**src/inc/bwd_regs.svh**
```systemverilog
// timing counts and fixed values for the remote wake-up detector
`ifndef BWD_REGS_SVH
`define BWD_REGS_SVH
`define BWD_CLK_NS        20
`define BWD_DET_NS        2000
`define BWD_DET_CYC       ((`BWD_DET_NS + `BWD_CLK_NS - 1) / `BWD_CLK_NS)
`define BWD_INT_NS        500
`define BWD_INT_CYC       (`BWD_INT_NS / `BWD_CLK_NS)
`define BWD_WIN_US        100
`define BWD_WIN_CYC       ((`BWD_WIN_US * 1000) / `BWD_CLK_NS)
`define BWD_BIT_NS        100
`define BWD_BIT_CYC       (`BWD_BIT_NS / `BWD_CLK_NS)
`define BWD_BIT_MID       2
`define BWD_PAY_LEN       26
`define BWD_BYTE_ONES     8'hFF
`define BWD_BYTE_ZERO     8'h00
`define BWD_RUN_LEN       5
`define BWD_IDLE_BITS     11
`endif

```
**src/inc/bwd_pkg.sv**
```systemverilog
// types shared by the remote wake-up detector
package bwd_pkg;
  typedef enum logic [1:0] {
    BWD_IDLE  = 2'b00,
    BWD_DATA0 = 2'b01,
    BWD_DATA1 = 2'b10
  } bwd_sym_t;
  typedef enum logic [1:0] {
    BWD_SEEK  = 2'b00,
    BWD_FIRST = 2'b01,
    BWD_SEP   = 2'b11
  } bwd_pat_t;
endpackage : bwd_pkg

```
**src/inc/bwd_sym_if.sv**
```systemverilog
// bus symbol in, qualified phase out, between top and phase filter
`timescale 1ns/100ps
interface bwd_sym_if;
  import bwd_pkg::*;
  bwd_sym_t sym_raw;
  bwd_sym_t phase;
  logic     qual;
  modport filt (input sym_raw, output phase, output qual);
  modport user (output sym_raw, input phase, input qual);
endinterface : bwd_sym_if

```
**src/hw/bwd_phase.sv**
```systemverilog
// phase filter: qualifies a bus phase and rides over short interruptions
`timescale 1ns/100ps
`include "bwd_regs.svh"
module bwd_phase import bwd_pkg::*; (
  input  wire logic CLK,
  input  wire logic SYS_RST,
  input  wire logic clr,
  bwd_sym_if.filt   sif
);
  localparam logic [7:0] DET_CYC = 8'(`BWD_DET_CYC);
  localparam logic [5:0] INT_CYC = 6'(`BWD_INT_CYC);

  bwd_sym_t   cur_reg, cur_next;
  logic [7:0] run_reg, run_next;
  logic [5:0] int_reg, int_next;
  logic       qual_reg, qual_next;

  // next phase state; a foreign symbol only ends the phase once it outlasts the timeout
  always_comb begin
    cur_next  = cur_reg;
    run_next  = run_reg;
    int_next  = 6'h00;
    qual_next = 1'b0;
    if (clr) begin
      cur_next = BWD_IDLE;
      run_next = 8'h00;
    end else if (sif.sym_raw != cur_reg && int_reg + 6'h01 >= INT_CYC) begin
      cur_next = sif.sym_raw;
      run_next = 8'h00;
    end else begin
      if (sif.sym_raw != cur_reg) begin
        int_next = int_reg + 6'h01;
      end
      if (run_reg < DET_CYC) begin
        run_next  = run_reg + 8'h01;
        qual_next = (run_reg == DET_CYC - 8'h01);
      end
    end
  end

  always_ff @(posedge CLK) begin
    if (SYS_RST) begin
      cur_reg  <= BWD_IDLE;
      run_reg  <= 8'h00;
      int_reg  <= 6'h00;
      qual_reg <= 1'b0;
    end else begin
      cur_reg  <= cur_next;
      run_reg  <= run_next;
      int_reg  <= int_next;
      qual_reg <= qual_next;
    end
  end

  assign sif.phase = cur_reg;
  assign sif.qual  = qual_reg;
endmodule : bwd_phase

```
**src/hw/bwd_top.sv**
```systemverilog
// remote wake-up detector: pattern search, wake frame search, wake flag and fault pin
`timescale 1ns/100ps
`include "bwd_regs.svh"
module bwd_top import bwd_pkg::*; #(
  parameter int unsigned WU_WINDOW_CYC = `BWD_WIN_CYC
) (
  input  wire logic CLK,
  input  wire logic SYS_RST,
  input  wire logic BUS_LINE_POS,
  input  wire logic BUS_LINE_NEG,
  input  wire logic MODE_SELECT_LOW,
  input  wire logic VCC_PRESENT,
  input  wire logic ERROR_FLAG,
  input  wire logic WAKE_CLEAR,
  output logic      WAKE_FLAG,
  output logic      FAULT_INDICATE_LOW
);
  localparam logic [2:0] BIT_CYC = 3'(`BWD_BIT_CYC);
  localparam logic [4:0] PAY_LEN = 5'(`BWD_PAY_LEN);
  localparam logic [4:0] RUN_LEN = 5'(`BWD_RUN_LEN);
  localparam logic [3:0] IDL_LEN = 4'(`BWD_IDLE_BITS);

  // two-stage synchronisers for the bus, mode and supply pins
  logic [3:0] s1_reg, s2_reg;
  always_ff @(posedge CLK) begin
    if (SYS_RST) begin
      s1_reg <= 4'h0;
      s2_reg <= 4'h0;
    end else begin
      s1_reg <= {VCC_PRESENT, MODE_SELECT_LOW, BUS_LINE_NEG, BUS_LINE_POS};
      s2_reg <= s1_reg;
    end
  end

  logic pos, neg, standby, vcc_ok;
  assign pos     = s2_reg[0];
  assign neg     = s2_reg[1];
  assign standby = ~s2_reg[2];
  assign vcc_ok  = s2_reg[3];

  // bus state decode from the receiver lines
  bwd_sym_if sif ();
  always_comb begin
    if (pos && !neg) begin
      sif.sym_raw = BWD_DATA1;
    end else if (!pos && neg) begin
      sif.sym_raw = BWD_DATA0;
    end else begin
      sif.sym_raw = BWD_IDLE;
    end
  end

  // monitoring runs whenever the core supply is there, in either mode
  bwd_phase u_phase (
    .CLK     (CLK),
    .SYS_RST (SYS_RST),
    .clr     (!vcc_ok),
    .sif     (sif)
  );

  // ---- wake pattern search ----
  bwd_pat_t    pat_reg, pat_next;
  logic [12:0] win_reg, win_next;
  logic        pat_done;
  logic        win_end;
  assign win_end = (win_reg >= 13'(WU_WINDOW_CYC - 1));

  // the mode input is not looked at here, so a mode change keeps the search alive
  always_comb begin
    pat_next = pat_reg;
    win_next = win_reg;
    pat_done = 1'b0;
    if (!vcc_ok) begin
      pat_next = BWD_SEEK;
      win_next = 13'h0000;
    end else begin
      unique case (pat_reg)
        BWD_SEEK: begin
          win_next = 13'h0000;
          if (sif.qual && sif.phase == BWD_DATA0) begin
            pat_next = BWD_FIRST;
          end
        end
        BWD_FIRST: begin
          win_next = win_reg + 13'h0001;
          if (win_end) begin
            pat_next = BWD_SEEK;
          end else if (sif.qual && sif.phase != BWD_DATA0) begin
            pat_next = BWD_SEP;
          end
        end
        BWD_SEP: begin
          win_next = win_reg + 13'h0001;
          if (win_end) begin
            pat_next = BWD_SEEK;
          end else if (sif.qual && sif.phase == BWD_DATA0) begin
            pat_done = 1'b1;
            pat_next = BWD_SEEK;
          end
        end
        default: begin
          pat_next = BWD_SEEK;
        end
      endcase
    end
  end

  always_ff @(posedge CLK) begin
    if (SYS_RST) begin
      pat_reg <= BWD_SEEK;
      win_reg <= 13'h0000;
    end else begin
      pat_reg <= pat_next;
      win_reg <= win_next;
    end
  end

  // ---- wake frame search: bit sampling at 10 Mbit/s ----
  // a bus bit is low for Data_0 and high otherwise; falling edges realign the sampler
  logic       rx_bit;
  logic       prv_reg, prv_next;
  logic [2:0] div_reg, div_next;
  logic       smp;
  assign rx_bit = (sif.sym_raw != BWD_DATA0);
  assign smp    = (div_reg == 3'(`BWD_BIT_MID));

  always_comb begin
    prv_next = rx_bit;
    if (prv_reg && !rx_bit) begin
      div_next = 3'h0;
    end else if (div_reg == BIT_CYC - 3'h1) begin
      div_next = 3'h0;
    end else begin
      div_next = div_reg + 3'h1;
    end
  end

  always_ff @(posedge CLK) begin
    if (SYS_RST) begin
      prv_reg <= 1'b1;
      div_reg <= 3'h0;
    end else begin
      prv_reg <= prv_next;
      div_reg <= div_next;
    end
  end

  // byte framing: start sequence '1','0' ahead of every byte, msb first
  function automatic logic [7:0] exp_byte(input logic [4:0] idx);
    if ((idx / RUN_LEN) == 5'd1 || (idx / RUN_LEN) == 5'd3) begin
      return `BWD_BYTE_ZERO;
    end
    return `BWD_BYTE_ONES;
  endfunction : exp_byte

  logic       lbit_reg, lbit_next;
  logic [3:0] bpos_reg, bpos_next;
  logic [7:0] sh_reg, sh_next;
  logic [4:0] idx_reg, idx_next;
  logic [3:0] idl_reg, idl_next;
  logic       frm_done;
  logic [7:0] byte_in;
  assign byte_in = {sh_reg[6:0], rx_bit};

  // payload match counter; frame counts only once the bus falls idle after it
  always_comb begin
    lbit_next = lbit_reg;
    bpos_next = bpos_reg;
    sh_next   = sh_reg;
    idx_next  = idx_reg;
    idl_next  = idl_reg;
    frm_done  = 1'b0;
    if (!vcc_ok) begin
      bpos_next = 4'h0;
      idx_next  = 5'h00;
      idl_next  = 4'h0;
    end else if (smp) begin
      lbit_next = rx_bit;
      idl_next  = rx_bit ? ((idl_reg == IDL_LEN) ? idl_reg : idl_reg + 4'h1) : 4'h0;
      unique case (bpos_reg)
        4'h0: bpos_next = (lbit_reg && !rx_bit) ? 4'h1 : 4'h0;
        4'h9: bpos_next = rx_bit ? 4'hA : 4'h0;
        4'hA: bpos_next = rx_bit ? 4'h0 : 4'h1;
        default: begin
          sh_next   = byte_in;
          bpos_next = bpos_reg + 4'h1;
          if (bpos_reg == 4'h8 && idx_reg != PAY_LEN) begin
            if (byte_in == exp_byte(idx_reg)) begin
              idx_next = idx_reg + 5'h01;
            end else begin
              idx_next = (byte_in == `BWD_BYTE_ONES) ? 5'h01 : 5'h00;
            end
          end
        end
      endcase
      if (idl_next == IDL_LEN) begin
        bpos_next = 4'h0;
        idx_next  = 5'h00;
        frm_done  = (idx_reg == PAY_LEN);
      end
    end
  end

  always_ff @(posedge CLK) begin
    if (SYS_RST) begin
      lbit_reg <= 1'b1;
      bpos_reg <= 4'h0;
      sh_reg   <= 8'h00;
      idx_reg  <= 5'h00;
      idl_reg  <= 4'h0;
    end else begin
      lbit_reg <= lbit_next;
      bpos_reg <= bpos_next;
      sh_reg   <= sh_next;
      idx_reg  <= idx_next;
      idl_reg  <= idl_next;
    end
  end

  // ---- wake flag and fault pin ----
  logic wake_reg, wake_next, flt_reg, flt_next, wake_set;
  // only these two triggers set the flag, and they set it alike; set beats clear
  always_comb begin
    wake_set  = standby && vcc_ok && (pat_done || frm_done);
    wake_next = wake_set || (wake_reg && !WAKE_CLEAR);
    flt_next  = standby ? !wake_next : !ERROR_FLAG;
  end

  always_ff @(posedge CLK) begin
    if (SYS_RST) begin
      wake_reg <= 1'b0;
      flt_reg  <= 1'b1;
    end else begin
      wake_reg <= wake_next;
      flt_reg  <= flt_next;
    end
  end

  assign WAKE_FLAG          = wake_reg;
  assign FAULT_INDICATE_LOW = flt_reg;
endmodule : bwd_top

```
**config.mk**
```make
export PLATFORM = sky130hd
export DESIGN_NAME = bwd_top
export DESIGN_NICKNAME = d
export VERILOG_FILES = /design/src/inc/bwd_pkg.sv /design/src/inc/bwd_sym_if.sv /design/src/hw/bwd_phase.sv /design/src/hw/bwd_top.sv
export VERILOG_INCLUDE_DIRS = /design/src /design/src/inc
export SDC_FILE = /design/constraint.sdc
export NUM_CORES = 1
export LEC_CHECK = 0
export BUFFER_PORTS_ARGS = -buffer_cell sky130_fd_sc_hd__buf_2
export CAP_MARGIN = 20
export CORE_MARGIN = 3
export CORE_UTILIZATION = 48
export CTS_CLUSTER_DIAMETER = 30
export CTS_CLUSTER_SIZE = 40
export DETAILED_ROUTE_END_ITERATION = 8
export PLACE_DENSITY = 0.69
export RECOVER_POWER = 50
export SLEW_MARGIN = 20
export SYNTH_ARGS = -nofsm -noshare
export SYNTH_HDL_FRONTEND = slang
export SYNTH_HIERARCHICAL = 1
export SYNTH_SLANG_ARGS = --single-unit
```
**constraint.sdc**
```tcl
create_clock -name CLK -period 5.4 [get_ports CLK]
set_input_delay 0.54 -clock CLK [delete_from_list [all_inputs] [get_ports CLK]]
set_output_delay 0.54 -clock CLK [all_outputs]
set_load 0.02 [all_outputs]
```
=== Yosys cells after proc, flatten, opt, wreduce, memory -nomap -nowiden ===
Cells that the tools add are included.

* Reductions and logical operators: 35
* $add $sub $neg: 7
* Order comparisons: 3
* Bitwise operators: 5
* Equal/unequal tests: 24
* Divide/modulo/power cells: 1
* Muxes and demuxes: 40

{| class="wikitable"
|+ Operators by type and width
! kind !! number
|-
| $mux W8 || 6
|-
| $pmux W13 S2 || 1
|-
| $eq A4 B4 Y1 const B || 5
|-
| $mux W5 || 4
|-
| $mux W1 || 17
|-
| $mux W4 || 4
|-
| $add A13 B1 Y13 const B || 1
|-
| $ge A13 B13 Y1 const B || 1
|-
| $mux W2 || 6
|-
| $pmux W4 S3 || 1
|-
| $logic_and A1 B1 Y1 || 11
|-
| $reduce_and A3 Y1 || 3
|-
| $reduce_or A3 Y1 || 3
|-
| $add A4 B1 Y4 const B || 2
|-
| $add A8 B1 Y8 const B || 1
|-
| $eq A8 B7 Y1 const B || 1
|-
| $eq A8 B8 Y1 || 1
|-
| $eq A8 B8 Y1 const B || 1
|-
| $lt A8 B7 Y1 const B || 1
|-
| $reduce_or A4 Y1 || 2
|-
| $add A6 B1 Y6 const B || 1
|-
| $ge A6 B5 Y1 const B || 1
|-
| $logic_not A1 Y1 || 6
|-
| $ne A2 B1 Y1 const B || 3
|-
| 22 further kinds || 32
|}

* Flip-flop bits (word level): 67
* Output and inout bits: 2
* Input port bits: 8
* Word-level logic and storage cells: 132

=== Longest topological paths before layout ===
Gate-level depths: netlist (run 1).

* Word-level depth: 18
* Mapped depth: 9
* Gate-level depth less buffers: 8

=== By module ===
The synthesis (run 1) kept the hierarchy.

{| class="wikitable"
|+ By module, submodules not included
! module !! cells each !! seq. area each (sq um) !! times used !! area an instance (sq um)
|-
| bwd_top || 297 || 1,001.0 || 1 || 2,552.4
|-
| bwd_phase || 83 || 340.3 || 1 || 834.6
|}

=== Least setup slack after synthesis (run 1) ===
OpenSTA, ideal clock, no wires.

* Kind: reg2reg
* Start point: register bpos_reg[0]
* End point: register idx_reg[3]
* Arrival time: 1.853 ns
* Setup slack: 3.415 ns
* Required time: 5.268 ns
* Cell stages (with the launch flop): 9
* Period minus slack after synthesis: 1.985 ns
* Library setup time: 0.132 ns
* Buffers on the path: 0
* Cell sequence: dfxtp_1 -> inv_1 -> ha_1 -> nor3b_2 -> o21ai_1 -> nor4_2 -> a21oi_2 -> a22oi_1 -> a21oi_1

* Cells in the longest elaborated chain, start to end: 4
* Elaborated cells between the ends (all ways): 9
* Classes of those cells: eq/ne (4); reduce/logical (5)

{| class="wikitable"
|+ RTL lines
! item !! RTL line !! source
|-
| start: declaration || bwd_top.sv:157 || <nowiki>logic [3:0] bpos_reg, bpos_next;</nowiki>
|-
| start signal: assignment || bwd_top.sv:213 || <nowiki>bpos_reg <= bpos_next;</nowiki>
|-
| $eq A4 B4 Y1 (tied with other cells) || bwd_top.sv:180 || <nowiki>unique case (bpos_reg)</nowiki>
|-
| $reduce_or A3 Y1 (no line) or $logic_and A1 B1 Y1 (tied branches) || - ||
|-
| $ne A2 B1 Y1 (no line) or $reduce_bool A2 Y1 (tied branches) || - ||
|-
| $reduce_and A3 Y1 (no line) * || - ||
|-
| end signal: assignment || bwd_top.sv:215 || <nowiki>idx_reg <= idx_next;</nowiki>
|-
| end: declaration || bwd_top.sv:159 || <nowiki>logic [4:0] idx_reg, idx_next;</nowiki>
|}

Every way passes the cells marked *; elsewhere a longest branch is shown, timed or not.
A chain may end at the register's enable or synchronous reset.

=== Worst setup path in the final report (run 1) ===
* Start point: register div_reg[0]
* End point: register idx_reg[3]

* Cells in the longest elaborated chain, start to end: 2

{| class="wikitable"
|+ RTL lines
! item !! RTL line !! source
|-
| start: declaration || bwd_top.sv:122 || <nowiki>logic [2:0] div_reg, div_next;</nowiki>
|-
| start signal: assignment || bwd_top.sv:144 || <nowiki>div_reg <= div_next;</nowiki>
|-
| $eq A3 B2 Y1 || bwd_top.sv:125 || <nowiki>assign smp = (div_reg == 3'(`BWD_BIT_MID));</nowiki>
|-
| $reduce_and A3 Y1 (no line) || - ||
|}

No other way between the ends.

==> flow_summary.ini, run 1 <==
[clocking]
insertion_delay_ns = 0.35
clkSlewWorstSetupHoldPaths_ns = 0.07
htreeDepth = 3
cts_tree = yes
post-cts-setup-buffers = 0
clock_path_buffers = 2
cts.repair.resized = 0
cts.sinks = 67
root_buffer = clkbuf_8
post_cts_hold_buffer_count = 0
cts_buffers = 9

[timing]
finalWorstSetupSlack_ns = 2.74
max_freq_mhz = 376
worst_hold_slack_ns = 0.400
slew_violations = 0
tightest_slew_ns = 1.45
setup_tns_ns = 0
fin_crit_sh = 0.492
max_slew_margin = 0.0340
rsz0062_at_grt = no
period_needed_ns = 2.66
hold_viol = 0
final-setup-viol-count = 0
finClkSkew_ns = 0.0132

[floorplanning]
die_w_um = 90
die_height_um = 90
placementRows = 29
dieArea_um2 = 8100
start_util = 0.513
io_pins = 10
core_area_um2 = 6600

[route]
postRouteAntennaNets = 0
dr_total_vias = 2687
wl_um = 6400
drc = 0
wire_per_inst_um = 13.2
drt_pass1_iterations = 4
drt_iter0_drc = 104
via_per_inst = 5.55

[global_route]
grt_usage = 0.169
grt_pass1_vias = 2539
antenna_found_initial = 0
grtUsageMet3 = 0.0643
grt_max_degree = 33
top_usage_layer = met2
grt_first_pass_wirelength_um = 11300
gr-usage-met2 = 0.269
met1_usage = 0.211
grt.overflow.total = 0

[cells_and_area]
area_delta_synth_final_pct = 9.12
antenna_cells = 0
stdcell_count = 484
drive_above_1_share = 0.113
largest_reg_flops = 13
final_core_util = 0.560
final_area_um2 = 3700
nets = 412

[power]
powerDensity_nw_per_um2 = 269
p_int_mw = 0.773
p_sw_frac = 0.222
p_total_mw = 0.993
p_leak_nw = 1.30
pwr-share-comb = 0.037
max-vdd-ir-drop_v = 0.000195
p_seq_frac = 0.507
p_switching_mw = 0.220
clkPwrFrac = 0.455

[outcome]
status = complete, no violations

[place]
dp_hpwl_um = 4410
dpl_worst_slack_ns = 2.80
dpl_cell_area_um2 = 3480
place_inst = 468
place_congestion = 0.878
port-buffer-count = 9

[yosys]
syn_nets = 406
netlist_instances = 380
ys_seq_elements = 67
synth_top_cell_by_area = dfxtp_1
async_flop_share = 0
synth_top_cell_area_share = 0.396
netlist_area_um2 = 3390
synthDistinctLibCells = 64
ys_seq_area_frac = 0.396
synth_enable_flop_cells = 0
syn_area_per_cell_um2 = 8.91
synth_most_common_cell = dfxtp_1
yosys-top-cells-area = dfxtp_1 40%, ha_1 6.6%, nor2_1 4.4%, a21oi_1 3.8%, mux2i_1 3.8%
yosysWarnings = 6
synth_commonest_cells = 67 x dfxtp_1, 40 x nor2_1, 26 x a21oi_1
yosys_most_used_dff = dfxtp_1

[critical_path]
cp_slowest_cell = nor2b_1
reg2reg_to = idx_reg[3]
crit_chain = inv_1 > ha_1 > nor2b_1 > o21ai_1 > nor4_2 > a21oi_2 > a22oi_1 > a21oi_1
cp_max_fo = 11
end_kind = register
cp_num_buf_inv = 1
reg2reg_from = div_reg[0]
required_ns = 5.58
start_kind = register
crit_family = simple AND/OR/NAND/NOR gates
r2r_slack_ns = 2.74
crit_type = register to register
reg2reg_depth = 8
arrival_ns = 2.84
slowest_delay_ns = 0.60

[worst_hold_path]
hold_depth = 2
hold-path-endpoint = s1_reg[3]
hold_path_class = input pin to register
min_from = VCC_PRESENT

[flow_run]
maxCapViolCount = 0
[cell type report]
class,instances,area [um2]
Fill cell,635,2910
Multi-Input combinational cell,283,1920
Sequential cell,67,1340
Clock buffer,10,128
Tap cell,93,116
Clock inverter,6,90.1
Inverter,16,60.1
Timing Repair Buffer,9,41.3
[layout by cell type, fill, tap and decap left out, types with 9 or more instances in the layout]
master / instances
mux2i_1: 13
nor2b_1: 12
dfxtp_1: 67
nand4_1: 15
nor2_1: 40
nand2_1: 25
inv_1: 15
a21oi_1: 26
clkbuf_8: 9
nand3_1: 18
ha_1: 18
[how the worst max path moves through the flow]
stage / depth (start not counted) / endpoint / from / slack, ns
detailed placement: 8 / idx_reg[3] / div_reg[0] / 2.80
global placement: 8 / idx_reg[3] / div_reg[0] / 2.95
finish: 8 / idx_reg[3] / div_reg[0] / 2.74
floorplan: 8 / idx_reg[3] / bpos_reg[0] / 3.41
global route: 8 / idx_reg[4] / div_reg[0] / 2.49
CTS: 8 / idx_reg[3] / div_reg[0] / 2.78
[per-layer routing]
metal	part of all wire	vias up
met3	0.040	15
met2	0.46	45
met5	0	-
met4	0.019	0
met1	0.48	1246
li1	-	1381
[worst register-to-register path: cells and delay by family, from the launching register on]
family,cells,cell delay [ns]
adder cells (fa/ha/maj),1,0.18
AO/OA/AOI/OAI,4,0.76
flip-flops,1,0.32
AND/OR/NAND/NOR,2,1.14
buffers and inverters,1,0.10
[power by group through the flow]
| stage | logic, mW | registers, mW | clock network, mW |
|---|---|---|---|
| after floorplan | 0.0286 | 0.514 | 0 |
| after global placement | 0.0364 | 0.515 | 0 |
| after detailed placement | 0.0374 | 0.515 | 0 |
| after CTS | 0.0376 | 0.503 | 0.467 |
| after global routing | 0.0420 | 0.504 | 0.489 |
| final | 0.0372 | 0.504 | 0.452 |
[cells by family (layout without fill, tap and decap cells)]
logic type      Yosys count  in the layout  synth area share
flops                    67             67             0.396
mux                      14             14            0.0417
simple gates            160            160             0.256
other cells               1              1           0.00111
compound gates           75             75             0.162
buf+inv                  30             41            0.0373
fa+ha+maj                19             19            0.0695
xor+xnor                 14             14            0.0362
Power figures use the tool's default switching activity.
==> run 2, diff against run 1 <==
--- a/config.mk
+++ b/config.mk
@@ -13,7 +13,7 @@
 export CTS_CLUSTER_DIAMETER = 30
 export CTS_CLUSTER_SIZE = 40
 export DETAILED_ROUTE_END_ITERATION = 8
-export PLACE_DENSITY = 0.69
+export PLACE_DENSITY = 0.72
 export RECOVER_POWER = 50
 export SLEW_MARGIN = 20
 export SYNTH_ARGS = -nofsm -noshare
==> constraint.sdc (replaced) <==
create_clock -name CLK -period 2.2 [get_ports CLK]
set_input_delay 0.22 -clock CLK [delete_from_list [all_inputs] [get_ports CLK]]
set_output_delay 0.22 -clock CLK [all_outputs]
set_load 0.02 [all_outputs]
==> run 2 against run 1 <==
Against the previous run: combinational power rose to 2.7 times the previous value; critical path depth down 1; worst hold slack worse by 0.31 ns; via count up 3.2%; highest routed layer unchanged; sequential cell count unchanged; sequential power up 150%; clock power up 130%; first-iteration DRC count up 130%; worst setup slack worse by 2.6 ns; largest power group unchanged; core utilization up 1.3 points; die area unchanged; cell count up 2.3%.
==> flow_summary.ini, run 2 (synthesis gave the netlist of run 1 again) <==
[timing]
max_freq_mhz = 494
max_slew_margin = 0.508
setup_tns_ns = 0
slew_violations = 0
worst_hold_slack_ns = 0.0854
period_needed_ns = 2.02
hold_viol = 0
final-setup-viol-count = 0
finClkSkew_ns = 0.00752
fin_crit_sh = 0.920
tightest_slew_ns = 0.738

[global_route]
grt_first_pass_wirelength_um = 11500
grt_pass1_vias = 2585
grt_usage = 0.172
grt_max_degree = 18
antenna_found_initial = 0
grt.overflow.total = 0

[cells_and_area]
nets = 424
largest_reg_flops = 13
final_common_cell = dfxtp_1
antenna_cells = 0
final_area_um2 = 3780
final_cell_mix = 67 x dfxtp_1, 40 x nor2_1, 26 x a21oi_1
drive_above_1_share = 0.137
stdcell_count = 495
area_delta_synth_final_pct = 11.6

[critical_path]
crit_type = register to register
cp_max_fo = 12
required_ns = 2.44
arrival_ns = 2.27
end_kind = register
start_kind = register

[route]
drc = 0
drt_pass1_iterations = 4
postRouteAntennaNets = 0
dr_total_vias = 2774
wire_per_inst_um = 13.4
wl_um = 6610
drt_iter0_drc = 236
via_per_inst = 5.60

[floorplanning]
placementRows = 29
io_pins = 10
die_height_um = 90
start_util = 0.513
die_w_um = 90
dieArea_um2 = 8100
core_area_um2 = 6600

[flow_run]
maxCapViolCount = 0

[place]
dp_hpwl_um = 4690
dpl_cell_area_um2 = 3570
place_inst = 480
place_congestion = 0.821
port-buffer-count = 9

[power]
powerDensity_nw_per_um2 = 626
p_leak_nw = 1.34
p_total_mw = 2.37
p_int_mw = 1.81
clkPwrFrac = 0.436
p_seq_frac = 0.522
p_sw_frac = 0.233
max-vdd-ir-drop_v = 0.000534
p_switching_mw = 0.552
pwr-share-comb = 0.042

[clocking]
root_buffer = clkbuf_8
post-cts-setup-buffers = 0
insertion_delay_ns = 0.35
cts_buffers = 9
htreeDepth = 3
post_cts_hold_buffer_count = 0
clock_path_buffers = 2
cts.repair.resized = 0
cts.sinks = 67
clkSlewWorstSetupHoldPaths_ns = 0.07
cts_tree = yes

[outcome]
status = complete, no violations

[worst_hold_path]
hold_path_class = input pin to register
[run 2: final cells by class]
| type | count | area (um2) |
|---|---|---|
| Fill cell | 595 | 2820 |
| Inverter | 16 | 60.1 |
| Clock inverter | 5 | 62.6 |
| Timing Repair Buffer | 21 | 120 |
| Multi-Input combinational cell | 283 | 1940 |
| Tap cell | 93 | 116 |
| Clock buffer | 10 | 138 |
| Sequential cell | 67 | 1340 |
[run 2: worst paths after layout]
| kind | startpoint | slack [ns] | endpoint | cells past startpoint |
|---|---|---|---|---|
| setup / recovery | s2_reg[0] | 0.18 | FAULT_INDICATE_LOW | 7 |
| hold / removal | VCC_PRESENT | 0.09 | s1_reg[3] | 2 |
| setup reg to reg | s2_reg[0] | 0.18 | FAULT_INDICATE_LOW | 7 |
| hold reg to reg | s1_reg[0] | 0.45 | s2_reg[0] | 1 |
[run 2: worst max-delay path: stages, from the launching register on]
cell,delay (ns)
dfxtp_1,0.36
nand2b_1,0.19
inv_1,0.14
buf_4,0.21
nor4_1,0.34
buf_4,0.21
nand4_1,0.12
a311o_1,0.35
[run 2: per-layer routing]
metal | global-route usage | vias to the layer above | wire length, um
met5 | 0 | - | 0
met4 | 0.0612 | 0 | 73
met3 | 0.0568 | 7 | 310
met2 | 0.276 | 58 | 3170
met1 | 0.217 | 1303 | 3060
li1 | - | 1406 | -
[run 2: per-stage QoR]
stage               setup slack [ns]  utilization
floorplan                      0.215            -
global placement               0.166        0.541
CTS                           0.0981        0.571
detailed placement             0.121        0.541
global route                 -0.0135        0.573
finish                         0.176        0.573
[run 2: power by group through the flow]
stage	clock network, mW	logic, mW	registers [mW]
global route	1.12	0.110	1.24
floorplan	0	0.0703	1.26
CTS	1.06	0.104	1.24
finish	1.03	0.0991	1.24
detailed placement	0	0.103	1.26
global placement	0	0.100	1.26
